[src/logic/pwr_cfg.svh]
`ifndef PWR_CFG_SVH
`define PWR_CFG_SVH

// ****************************************************************
// Register offsets (byte addresses)
// ****************************************************************
`define PWR_CTRL_OFS 8'h00
`define PWR_STAT_OFS 8'h04
`define PWR_BKP_OFS 8'h40
`define PWR_BKP_WORDS 20

// ****************************************************************
// Control register fields
// ****************************************************************
`define PWR_CTRL_MODE_LSB 0
`define PWR_CTRL_LOWREG_BIT 2
`define PWR_CTRL_RET_BIT 3
`define PWR_CTRL_ENTER_BIT 8

// ****************************************************************
// Status register fields
// ****************************************************************
`define PWR_STAT_STATE_LSB 0
`define PWR_STAT_WSB_BIT 3
`define PWR_STAT_WSTOP_BIT 4
`define PWR_STAT_BAT_BIT 5
`define PWR_STAT_REGDIS_BIT 6
`define PWR_STAT_DBG_BIT 7

// ****************************************************************
// Reset values and timing
// ****************************************************************
`define PWR_CTRL_MODE_RST 2'h0
`define PWR_RESTART_TIME_NS 100
`define PWR_CLK_PERIOD_PS 5000

`endif

[src/logic/pwr_pkg.sv]
package pwr_pkg;

  // ****************************************************************
  // Power states and requested modes
  // ****************************************************************
  typedef enum logic [2:0] {
    PS_RUN = 3'b000,
    PS_SLEEP = 3'b001,
    PS_STOP = 3'b010,
    PS_STANDBY = 3'b011,
    PS_RESTART = 3'b100,
    PS_BATTERY = 3'b101
  } pwr_state_e;

  typedef enum logic [1:0] {
    MODE_SLEEP = 2'b00,
    MODE_STOP = 2'b01,
    MODE_STANDBY = 2'b10
  } lp_mode_e;

  // ****************************************************************
  // Controller state
  // ****************************************************************
  typedef struct packed {
    pwr_state_e state;
    logic [1:0] mode_sel;
    logic lp_reg_sel;
    logic sram_retain;
    logic wake_sb;
    logic wake_stop;
    logic [7:0] cnt;
    logic wake_pin_prev;
    logic ack;
    logic bkp_hit;
    logic [31:0] dat;
  } ctl_state_s;

endpackage

[src/logic/bkp_if.sv]
`timescale 1ns/1ps

interface bkp_if;
  logic [4:0] idx;
  logic [3:0] we;
  logic [31:0] wdata;
  logic [31:0] rdata;

  modport ctl (output idx, output we, output wdata, input rdata);
  modport mem (input idx, input we, input wdata, output rdata);
endinterface

[src/logic/bkp_store.sv]
`timescale 1ns/1ps

module bkp_store #(
  parameter int WORDS = 20
) (
  input wire logic clk_i,
  bkp_if.mem port
);

  // ****************************************************************
  // Retained words: no reset of any kind touches them
  // ****************************************************************
  logic [31:0] mem [WORDS];
  logic [31:0] rdata;

  always_ff @(posedge clk_i) begin
    for (int b = 0; b < 4; b++) begin
      if (port.we[b] && int'(port.idx) < WORDS) begin
        mem[port.idx][b*8 +: 8] <= port.wdata[b*8 +: 8];
      end
    end
    if (int'(port.idx) < WORDS) begin
      rdata <= mem[port.idx];
    end else begin
      rdata <= 32'h0000_0000;
    end
  end

  assign port.rdata = rdata;

endmodule // bkp_store

[src/logic/low_power_mode_wakeup_ctrl.sv]
`timescale 1ns/1ps
`include "pwr_cfg.svh"

// Function
// - Sleep halts only the processor; peripheral clocks keep running
// - Any peripheral interrupt or event wakes the processor from Sleep
// - Stop gates core clocks and disables PLL and both fast oscillators
// - Stop keeps register contents, backup SRAM only if enabled; no reset on Stop exit
// - In Stop the regulator runs main or low-power mode as selected
// - Any external event line source wakes the device from Stop
// - Low-power regulator setting applies only while entering Stop
// - Regulator power-down occurs only on Standby entry
// - Standby switches off regulator, core power, PLL and oscillators
// - Standby loses core state; backup registers kept, SRAM if enabled
// - Standby exits on reset pin, watchdog, wake pin rise, calendar
// - Calendar, watchdog and slow clocks keep running in Stop/Standby
// - Backup store holds 80 bytes as 32-bit words
// - Backup words survive system reset, power reset and Standby
// - Backup supply comes from main supply, else battery pin
// - On battery alone, interrupts and calendar events do not exit
// - Regulator-disable pin high switches off the internal regulator
// - With regulator off, core reset pin is only core power-on reset
// - Core reset pin low with regulator off blocks debug at reset
// - Internal-reset-disable pin high removes battery function

module low_power_mode_wakeup_ctrl #(
  parameter int BKP_WORDS = `PWR_BKP_WORDS
) (
  input wire logic CLK_I,
  input wire logic SYS_RST_I,
  input wire logic [7:0] ADR_I,
  input wire logic [31:0] DAT_I,
  output logic [31:0] DAT_O,
  input wire logic [3:0] SEL_I,
  input wire logic WE_I,
  input wire logic CYC_I,
  input wire logic STB_I,
  output logic ACK_O,
  input wire logic PERIPH_EVENT_I,
  input wire logic [15:0] EXT_LINE_I,
  input wire logic SUPPLY_DET_I,
  input wire logic CAL_ALARM_I,
  input wire logic CAL_WAKE_I,
  input wire logic CAL_TAMPER_I,
  input wire logic CAL_STAMP_I,
  input wire logic USB_WAKE_I,
  input wire logic ETH_WAKE_I,
  input wire logic EXT_RESET_PIN_N_I,
  input wire logic WDOG_RESET_I,
  input wire logic WAKEUP_PIN_I,
  input wire logic REG_DISABLE_PIN_I,
  input wire logic CORE_RESET_PIN_N_I,
  input wire logic INT_RESET_DISABLE_PIN_I,
  input wire logic MAIN_SUPPLY_OK_I,
  output logic CPU_HALT_O,
  output logic PERIPH_CLK_EN_O,
  output logic CORE_CLK_EN_O,
  output logic PLL_EN_O,
  output logic INT_OSC_EN_O,
  output logic EXT_OSC_EN_O,
  output logic SLOW_CLK_EN_O,
  output logic CAL_RUN_O,
  output logic WDOG_RUN_O,
  output logic REG_ENABLE_O,
  output logic REG_MAIN_O,
  output logic REG_LOWPOWER_O,
  output logic REG_POWERDOWN_O,
  output logic CORE_POWER_EN_O,
  output logic CORE_RESET_O,
  output logic BKP_SRAM_RETAIN_O,
  output logic BKP_FROM_BAT_O,
  output logic BAT_MODE_O,
  output logic CORE_PIN_GPIO_EN_O,
  output logic DEBUG_EN_O
);

  // ****************************************************************
  // Timing
  // ****************************************************************
  localparam int RESTART_CYCLES = (`PWR_RESTART_TIME_NS * 1000
    + `PWR_CLK_PERIOD_PS - 1) / `PWR_CLK_PERIOD_PS;
  localparam logic [7:0] RESTART_LAST = 8'(RESTART_CYCLES - 1);

  // ****************************************************************
  // Address decode
  // ****************************************************************
  function automatic logic is_bkp(input logic [7:0] adr);
    return adr >= `PWR_BKP_OFS &&
      adr < 8'(`PWR_BKP_OFS + 4 * BKP_WORDS);
  endfunction

  function automatic logic [4:0] bkp_idx(input logic [7:0] adr);
    logic [7:0] rel;
    rel = adr - `PWR_BKP_OFS;
    return rel[6:2];
  endfunction

  // ****************************************************************
  // State and combined inputs
  // ****************************************************************
  pwr_pkg::ctl_state_s s;
  pwr_pkg::ctl_state_s next_s;
  bkp_if bkp ();
  logic force_rst;
  logic bat_mode;
  logic stop_src;
  logic cal_evt;
  logic sb_src;
  logic req;
  logic wr;
  logic [31:0] stat_word;
  logic [31:0] ctrl_word;

  assign req = CYC_I && STB_I;
  assign wr = req && WE_I && s.ack;
  assign force_rst = !EXT_RESET_PIN_N_I || WDOG_RESET_I;
  assign cal_evt = CAL_ALARM_I || CAL_WAKE_I || CAL_TAMPER_I || CAL_STAMP_I;
  assign stop_src = |EXT_LINE_I || SUPPLY_DET_I || cal_evt ||
    USB_WAKE_I || ETH_WAKE_I;
  assign sb_src = force_rst || (WAKEUP_PIN_I && !s.wake_pin_prev) ||
    cal_evt;
  assign bat_mode = !MAIN_SUPPLY_OK_I && !INT_RESET_DISABLE_PIN_I;

  always_comb begin
    ctrl_word = 32'h0000_0000;
    ctrl_word[`PWR_CTRL_MODE_LSB +: 2] = s.mode_sel;
    ctrl_word[`PWR_CTRL_LOWREG_BIT] = s.lp_reg_sel;
    ctrl_word[`PWR_CTRL_RET_BIT] = s.sram_retain;
    stat_word = 32'h0000_0000;
    stat_word[`PWR_STAT_STATE_LSB +: 3] = s.state;
    stat_word[`PWR_STAT_WSB_BIT] = s.wake_sb;
    stat_word[`PWR_STAT_WSTOP_BIT] = s.wake_stop;
    stat_word[`PWR_STAT_BAT_BIT] = bat_mode;
    stat_word[`PWR_STAT_REGDIS_BIT] = REG_DISABLE_PIN_I;
    stat_word[`PWR_STAT_DBG_BIT] = DEBUG_EN_O;
  end

  // ****************************************************************
  // Next-state logic
  // ****************************************************************
  always_comb begin
    next_s = s;
    next_s.wake_pin_prev = WAKEUP_PIN_I;
    next_s.ack = req && !s.ack;
    next_s.bkp_hit = is_bkp(ADR_I);
    next_s.dat = 32'h0000_0000;
    if (req && !s.ack && !WE_I) begin
      if (ADR_I == `PWR_CTRL_OFS) begin
        next_s.dat = ctrl_word;
      end else if (ADR_I == `PWR_STAT_OFS) begin
        next_s.dat = stat_word;
      end
    end
    // Writes land on the edge that sees ack high
    if (wr && ADR_I == `PWR_CTRL_OFS && SEL_I[0]) begin
      next_s.mode_sel = DAT_I[`PWR_CTRL_MODE_LSB +: 2];
      next_s.lp_reg_sel = DAT_I[`PWR_CTRL_LOWREG_BIT];
      next_s.sram_retain = DAT_I[`PWR_CTRL_RET_BIT];
    end
    if (wr && ADR_I == `PWR_STAT_OFS && SEL_I[0]) begin
      if (DAT_I[`PWR_STAT_WSB_BIT]) begin
        next_s.wake_sb = 1'b0;
      end
      if (DAT_I[`PWR_STAT_WSTOP_BIT]) begin
        next_s.wake_stop = 1'b0;
      end
    end
    case (s.state)
      pwr_pkg::PS_RUN: begin
        if (wr && ADR_I == `PWR_CTRL_OFS && SEL_I[1] &&
            DAT_I[`PWR_CTRL_ENTER_BIT]) begin
          case (pwr_pkg::lp_mode_e'(DAT_I[`PWR_CTRL_MODE_LSB +: 2]))
            pwr_pkg::MODE_SLEEP: next_s.state = pwr_pkg::PS_SLEEP;
            pwr_pkg::MODE_STOP: next_s.state = pwr_pkg::PS_STOP;
            pwr_pkg::MODE_STANDBY: next_s.state = pwr_pkg::PS_STANDBY;
            default: next_s.state = pwr_pkg::PS_RUN;
          endcase
        end
      end
      pwr_pkg::PS_SLEEP: begin
        if (PERIPH_EVENT_I) begin
          next_s.state = pwr_pkg::PS_RUN;
        end
      end
      pwr_pkg::PS_STOP: begin
        if (stop_src) begin
          next_s.state = pwr_pkg::PS_RUN;
          next_s.wake_stop = 1'b1;
        end
      end
      pwr_pkg::PS_STANDBY: begin
        if (sb_src) begin
          next_s.state = pwr_pkg::PS_RESTART;
          next_s.cnt = 8'h00;
          next_s.wake_sb = 1'b1;
        end
      end
      pwr_pkg::PS_RESTART: begin
        if (s.cnt == RESTART_LAST) begin
          next_s.state = pwr_pkg::PS_RUN;
        end else begin
          next_s.cnt = s.cnt + 8'h01;
        end
      end
      pwr_pkg::PS_BATTERY: begin
        if (!bat_mode) begin
          next_s.state = pwr_pkg::PS_RESTART;
          next_s.cnt = 8'h00;
        end
      end
      default: next_s.state = pwr_pkg::PS_RESTART;
    endcase
    // Resets outrank wake handling; battery outranks everything
    if (force_rst && s.state != pwr_pkg::PS_BATTERY) begin
      next_s.state = pwr_pkg::PS_RESTART;
      next_s.cnt = 8'h00;
    end
    if (bat_mode) begin
      next_s.state = pwr_pkg::PS_BATTERY;
    end
  end

  always_ff @(posedge CLK_I) begin
    if (SYS_RST_I) begin
      s.state <= pwr_pkg::PS_RESTART;
      s.wake_pin_prev <= 1'b0;
      s.mode_sel <= `PWR_CTRL_MODE_RST;
      s.lp_reg_sel <= 1'b0;
      s.sram_retain <= 1'b0;
      s.wake_sb <= 1'b0;
      s.wake_stop <= 1'b0;
      s.cnt <= 8'h00;
      s.ack <= 1'b0;
      s.bkp_hit <= 1'b0;
      s.dat <= 32'h0000_0000;
    end else begin
      s <= next_s;
    end
  end

  // ****************************************************************
  // Backup store
  // ****************************************************************
  assign bkp.idx = bkp_idx(ADR_I);
  assign bkp.we = (wr && is_bkp(ADR_I)) ? SEL_I : 4'h0;
  assign bkp.wdata = DAT_I;

  bkp_store #(.WORDS(BKP_WORDS)) u_store (
    .clk_i(CLK_I),
    .port(bkp.mem)
  );

  assign ACK_O = s.ack;
  assign DAT_O = s.bkp_hit ? bkp.rdata : s.dat;

  // ****************************************************************
  // Power and clock controls
  // ****************************************************************
  logic deep;
  assign deep = s.state == pwr_pkg::PS_STOP ||
    s.state == pwr_pkg::PS_STANDBY || s.state == pwr_pkg::PS_BATTERY;

  assign CPU_HALT_O = s.state != pwr_pkg::PS_RUN;
  assign PERIPH_CLK_EN_O = !deep;
  assign CORE_CLK_EN_O = !deep;
  assign PLL_EN_O = !deep;
  assign INT_OSC_EN_O = !deep;
  assign EXT_OSC_EN_O = !deep;
  assign SLOW_CLK_EN_O = 1'b1;
  assign CAL_RUN_O = 1'b1;
  assign WDOG_RUN_O = 1'b1;
  assign REG_ENABLE_O = !REG_DISABLE_PIN_I;
  assign REG_LOWPOWER_O = REG_ENABLE_O && s.state == pwr_pkg::PS_STOP &&
    s.lp_reg_sel;
  assign REG_POWERDOWN_O = REG_ENABLE_O &&
    s.state == pwr_pkg::PS_STANDBY;
  assign REG_MAIN_O = REG_ENABLE_O && !REG_LOWPOWER_O &&
    !REG_POWERDOWN_O && s.state != pwr_pkg::PS_BATTERY;
  assign CORE_POWER_EN_O = s.state != pwr_pkg::PS_STANDBY &&
    s.state != pwr_pkg::PS_BATTERY;
  assign CORE_RESET_O = s.state == pwr_pkg::PS_STANDBY ||
    s.state == pwr_pkg::PS_RESTART || s.state == pwr_pkg::PS_BATTERY ||
    (REG_DISABLE_PIN_I && !CORE_RESET_PIN_N_I);
  assign BKP_SRAM_RETAIN_O = !deep || s.sram_retain;
  assign BKP_FROM_BAT_O = bat_mode;
  assign BAT_MODE_O = s.state == pwr_pkg::PS_BATTERY;
  assign CORE_PIN_GPIO_EN_O = !REG_DISABLE_PIN_I;
  assign DEBUG_EN_O = !(REG_DISABLE_PIN_I && !CORE_RESET_PIN_N_I);

  // ****************************************************************
  // Checks
  // ****************************************************************
  a_sleep_wake: assert property (@(posedge CLK_I) disable iff (SYS_RST_I)
    s.state == pwr_pkg::PS_SLEEP && PERIPH_EVENT_I && !force_rst &&
    !bat_mode |=> s.state == pwr_pkg::PS_RUN && !CPU_HALT_O)
    else $error("sleep did not wake on event");

  a_sleep_periph: assert property (@(posedge CLK_I) disable iff (SYS_RST_I)
    s.state == pwr_pkg::PS_SLEEP |-> CPU_HALT_O && PERIPH_CLK_EN_O &&
    CORE_CLK_EN_O)
    else $error("sleep stopped more than the processor");

  a_stop_clocks: assert property (@(posedge CLK_I) disable iff (SYS_RST_I)
    s.state == pwr_pkg::PS_STOP |-> !CORE_CLK_EN_O && !PLL_EN_O &&
    !INT_OSC_EN_O && !EXT_OSC_EN_O && CORE_POWER_EN_O)
    else $error("stop left a fast clock running");

  a_stop_regsel: assert property (@(posedge CLK_I) disable iff (SYS_RST_I)
    s.state == pwr_pkg::PS_STOP && REG_ENABLE_O |->
    REG_LOWPOWER_O == s.lp_reg_sel &&
    REG_MAIN_O == !s.lp_reg_sel)
    else $error("stop regulator mode wrong");

  a_lpr_only_stop: assert property (@(posedge CLK_I) disable iff (SYS_RST_I)
    REG_LOWPOWER_O |-> s.state == pwr_pkg::PS_STOP)
    else $error("low-power regulator outside stop");

  a_stop_wake: assert property (@(posedge CLK_I) disable iff (SYS_RST_I)
    s.state == pwr_pkg::PS_STOP && stop_src && !force_rst && !bat_mode
    |=> s.state == pwr_pkg::PS_RUN && s.wake_stop)
    else $error("stop ignored wake source");

  a_pd_standby: assert property (@(posedge CLK_I) disable iff (SYS_RST_I)
    REG_POWERDOWN_O |-> s.state == pwr_pkg::PS_STANDBY &&
    !CORE_POWER_EN_O && !PLL_EN_O)
    else $error("power-down outside standby");

  a_standby_exit: assert property (@(posedge CLK_I) disable iff (SYS_RST_I)
    s.state == pwr_pkg::PS_STANDBY && $rose(WAKEUP_PIN_I) && !bat_mode
    |=> s.state == pwr_pkg::PS_RESTART ##1 CORE_RESET_O)
    else $error("standby missed wake pin rise");

  a_restart_len: assert property (@(posedge CLK_I) disable iff (SYS_RST_I)
    $past(s.state) == pwr_pkg::PS_RESTART && s.state == pwr_pkg::PS_RUN
    |-> $past(s.cnt) == RESTART_LAST)
    else $error("restart sequence cut short");

  a_bat_hold: assert property (@(posedge CLK_I) disable iff (SYS_RST_I)
    s.state == pwr_pkg::PS_BATTERY && bat_mode && cal_evt
    |=> s.state == pwr_pkg::PS_BATTERY)
    else $error("battery mode left on event");

  a_slow_run: assert property (@(posedge CLK_I) disable iff (SYS_RST_I)
    deep |-> SLOW_CLK_EN_O && CAL_RUN_O && WDOG_RUN_O)
    else $error("slow clock domain stopped");

  a_regulator_disable_pin_pins: assert property (@(posedge CLK_I) disable iff (SYS_RST_I)
    REG_DISABLE_PIN_I |-> !REG_ENABLE_O && !CORE_PIN_GPIO_EN_O &&
    (CORE_RESET_PIN_N_I || (CORE_RESET_O && !DEBUG_EN_O)))
    else $error("regulator-off pin handling wrong");

  a_no_bat_irr: assert property (@(posedge CLK_I) disable iff (SYS_RST_I)
    INT_RESET_DISABLE_PIN_I |-> !BKP_FROM_BAT_O)
    else $error("battery used with reset disable pin");

endmodule // low_power_mode_wakeup_ctrl

[config.mk]
export PLATFORM = sky130hd
export DESIGN_NAME = low_power_mode_wakeup_ctrl
export DESIGN_NICKNAME = d
export VERILOG_FILES = /design/src/logic/pwr_pkg.sv /design/src/logic/bkp_if.sv /design/src/logic/bkp_store.sv /design/src/logic/low_power_mode_wakeup_ctrl.sv
export VERILOG_INCLUDE_DIRS = /design/src /design/src/logic
export SDC_FILE = /design/constraint.sdc
export NUM_CORES = 1
export LEC_CHECK = 0
export ABC_AREA = 1
export BUFFER_PORTS_ARGS = -buffer_cell sky130_fd_sc_hd__buf_2
export CAP_MARGIN = 20
export CORE_MARGIN = 5
export CORE_UTILIZATION = 40
export CTS_CLUSTER_DIAMETER = 60
export CTS_CLUSTER_SIZE = 10
export DETAILED_ROUTE_END_ITERATION = 10
export PLACE_DENSITY_LB_ADDON = 0.08
export SYNTH_ARGS = -nofsm -noshare
export SYNTH_HDL_FRONTEND = slang
export SYNTH_SLANG_ARGS = --single-unit
export TNS_END_PERCENT = 10
[constraint.sdc]
create_clock -name CLK_I -period 2 [get_ports CLK_I]
set_clock_uncertainty 0.15 [all_clocks]
set_input_delay 0.2 -clock CLK_I [delete_from_list [all_inputs] [get_ports CLK_I]]
set_output_delay 0.2 -clock CLK_I [all_outputs]
set_load 0.02 [all_outputs]
==> results list <==
* Die outline area: 72400 um^2
* Seq/Total Area, Yosys: 0.761
- From synthesis to final layout, the design area changed by 23.3%.
* Starting density of the core: 0.402
- In this run the tool buffered the top-level ports with 129 buffer cells.
- Synthesis inferred 700 register bits.
- The number of pins with negative max-slew slack in the final report was 0.
- After floorplanning, the core was divided into 95 placement rows.
- Rel. slew slack: 0.611
- Worst vdd rail ir drop: 0.631 mV
- The number of antenna violations at the first check in global routing is 1.
* Cell chain of the critical path: nor3_4 > nand2_4 > nor2_4 > nor4_1 > buf_2
- The total area inside the core boundary comes to 66800 um^2.
* Final Hold Vio Count: 0
* Outcome: finished, final reports clean
* Grt total ovfl: 0
- Crit path setup slack, layout: 22.5 ps
* WL/cell: 23.7 um
- The via count of the first global-routing pass is 17.4k.
* Root cell of the clock tree: clkbuf_16
- The first global-routing pass estimated 112 mm of wire.
- In this run the remaining antenna-violating nets after routing total 0.
- Number of distinct library cells after synthesis: 36
- The critical path starts at s[51].
* Level count of the clock H-tree: 3
- The critical path is of the flop to output pin type.
- For this run, the top clock speed supported by timing is 0.506 GHz.
- Of the cells placed in the final design, the portion with a size suffix greater than 1 is 0.197.
* Per-cell via count in the routed design: 5.23
- Final setup vio count: 0
- The worst setup path is captured at an output pin.
- Counting the fill cells in the layout gives 5821.
- In this run the static leakage power is 0.0122 uW.
* Overall Global Routing Usage: 0.212
- TritonCTS built the clock tree.
- Via count: 17.2k
- Entering global routing, the biggest net connects 49 pins.
* Top Ports: 133
* Setup repair after global routing missed its margin: yes
- Clock latency on the worst-skew pair, taken at its later pin, is 620 ps.
* Launch instance of the worst register-to-register path: ACK_O
- Critical path data arrival time: 1630 ps
- Startpoint types: flop
* Total length of routed wires: 77.7 mm
- Final worst path period need: 1980 ps
- At the end of the flow, the number of nets in the layout was 2429.
* Final Cycle Share: 0.989
* Sum of net half-perimeters after detailed placement: 50.4 mm
- The largest individual stage delay along the critical path comes from the cell dfxtp_4.
- In this run the vertical extent of the chip is 269 um.
* Asr flop ratio synth: 0
- The detailed router finished its first iteration with 1658 violations.
- Placed standard-cell area: 29900 um^2
* Post-route standard cell area excluding fillers: 33100 um^2
* Worst-margin pin slew: 584 ps
* Worst stage delay on the critical path: 410 ps
* Number of clock buffers inserted by TritonCTS: 81
- Hold Crit Class: input port to flop
- Clock-pin slew was measured on the worst setup and hold paths at 60 ps.
* Worst setup timing slack at the placement stage: -177 ps
* DR DRC count: 0
* Post-synthesis cell count: 1966
- The clock net in this run drives a total of 700 sinks.
- Number of flops mapped to enable cells by yosys: 640
- Area of the mapped netlist: 26800 um^2
* Kind of cell adding the most delay to the critical path: simple AND/OR/NAND/NOR gates
- PD cells: 944 nW/um^2
- Length of the first detailed-routing pass in iterations: 5
- Top fanout value on the critical path: 7
- From left edge to right edge, the die measures 269 um.
* Maximum buffer depth of the clock tree: 3
- The tool flagged a number of max-cap violations equal to 0.
- STA puts the critical path data required time at 1650 ps.
- Global placement routability congestion: 0.831
- Post-synth top flop: edfxtp_1
* Beginning of the worst hold path: INT_RESET_DISABLE_PIN_I
- During synthesis, Yosys emitted a total of 0 warnings.
- The number of buffers and inverters on the critical path is 1.
- A synthesized cell averages 13.7 um^2.
-- cell usage in the layout, fill, tap and decap left out, types with 3 or more instances in the layout --
master / n
dfxtp_4: 4
nor2_1: 187
buf_6: 5
inv_2: 7
mux2_2: 8
buf_2: 122
dfxtp_1: 56
nand3_1: 52
o21ai_0: 7
nand2_1: 450
o21ai_1: 6
nor2_4: 10
inv_1: 56
dlygate4sd3_1: 69
a21oi_1: 16
nand4_1: 3
buf_12: 25
buf_4: 181
nor3_4: 4
edfxtp_1: 640
clkbuf_1: 52
clkbuf_16: 81
nand2_2: 3
nor2_2: 3
inv_6: 8
conb_1: 3
a22oi_1: 318
ha_1: 4
-- report_power, final --
group	switching, uW	leakage [uW]	internal (uW)	total, uW
Clock	5580	0.00112	7620	13200
Combinational	1290	0.00481	668	1960
Sequential	38.2	0.00624	16000	16100
-- flip-flops by register name, indices dropped and copies added (netlist names) --
name	flops
ACK_O	1
s	23
u_store.port.rdata	32
ctrl_word	4
u_store.mem	640
-- worst paths after layout --
check                  endpoint  slack [ps]  cells past startpoint
max                  REG_MAIN_O          20                      5
min                       s[51]          90                      7
max reg2reg  u_store.mem[10][4]         150                      7
min reg2reg                s[4]         280                      2
-- cell usage after synthesis, types with 3 or more instances --
library cell	n	area share
mux2_2	8	0.0034
nand2_1	452	0.063
dfxtp_1	60	0.045
clkbuf_1	11	0.0015
ha_1	4	0.0019
o21ai_1	4	0.00075
buf_2	89	0.017
buf_4	8	0.0022
inv_1	59	0.0083
nor3_1	3	0.00056
a21oi_1	16	0.0030
a22oi_1	318	0.089
inv_2	6	0.00084
edfxtp_1	640	0.72
nor2_1	194	0.027
nand4_1	3	0.00070
nor2_2	6	0.0014
nand3_1	53	0.0099
nor3_4	3	0.0018
o21ai_0	9	0.0017
-- worst min-delay path, cell delays in order --
cell	delay (ps)
buf_2	90
nor2_1	140
buf_4	140
nor2_1	60
nand2_1	70
nor2_1	40
o21ai_0	50
-- area by class of cell --
| class | instances | area (um^2) | share of cell area |
|---|---|---|---|
| Sequential cell | 700 | 20400 | 0.617 |
| Tap cell | 873 | 1090 | 0.0330 |
| Clock buffer | 134 | 2240 | 0.0676 |
| Clock inverter | 10 | 98.8 | 0.00299 |
| Timing Repair Buffer | 404 | 3250 | 0.0981 |
| Multi-Input combinational cell | 1092 | 5720 | 0.173 |
| Antenna cell | 1 | 2.50 | 0.0000756 |
| Inverter | 66 | 260 | 0.00786 |
-- per-stage QoR --
stage	hold WS (ps)	setup TNS [ps]	util	instances	total power (uW)
global route	103	-632	0.495	3279	32300
global placement	264	-68720	0.448	3064	18200
finish	92.0	0	0.495	3280	31200
CTS	59.5	-395	0.494	3279	31600
floorplan	142	0	-	1968	17200
detailed placement	265	-89220	0.448	3064	18200
-- logic make-up after synthesis --
logic type / share of synthesized area
adders and majority gates: 0.00224
and+or+nand+nor: 0.107
other: 0.000140
AOI/OAI and AO/OA: 0.0958
muxes: 0.00336
buffers and inverters: 0.0300
xor gates and xnor gates: 0.000326
DFF: 0.761
-- metal layers --
layer,up-vias,track usage,routed length (um),part of all wire
met4,0,0.0514,1650,0.021
met2,574,0.346,36500,0.47
met5,-,0,0,0
li1,7994,-,-,-
met1,8477,0.295,34500,0.44
met3,108,0.0412,5020,0.065
-- timing repair --
action / 4_1_cts / 5_1_grt
resized for setup: 23 / 21
buffers inserted: 2 / 1
hold endpoints to repair: 636 / 0
hold buffers: 69 / 0
pin swaps: 2 / 3
setup endpoints to repair: 42 / 225
Power figures use the tool's default switching activity.
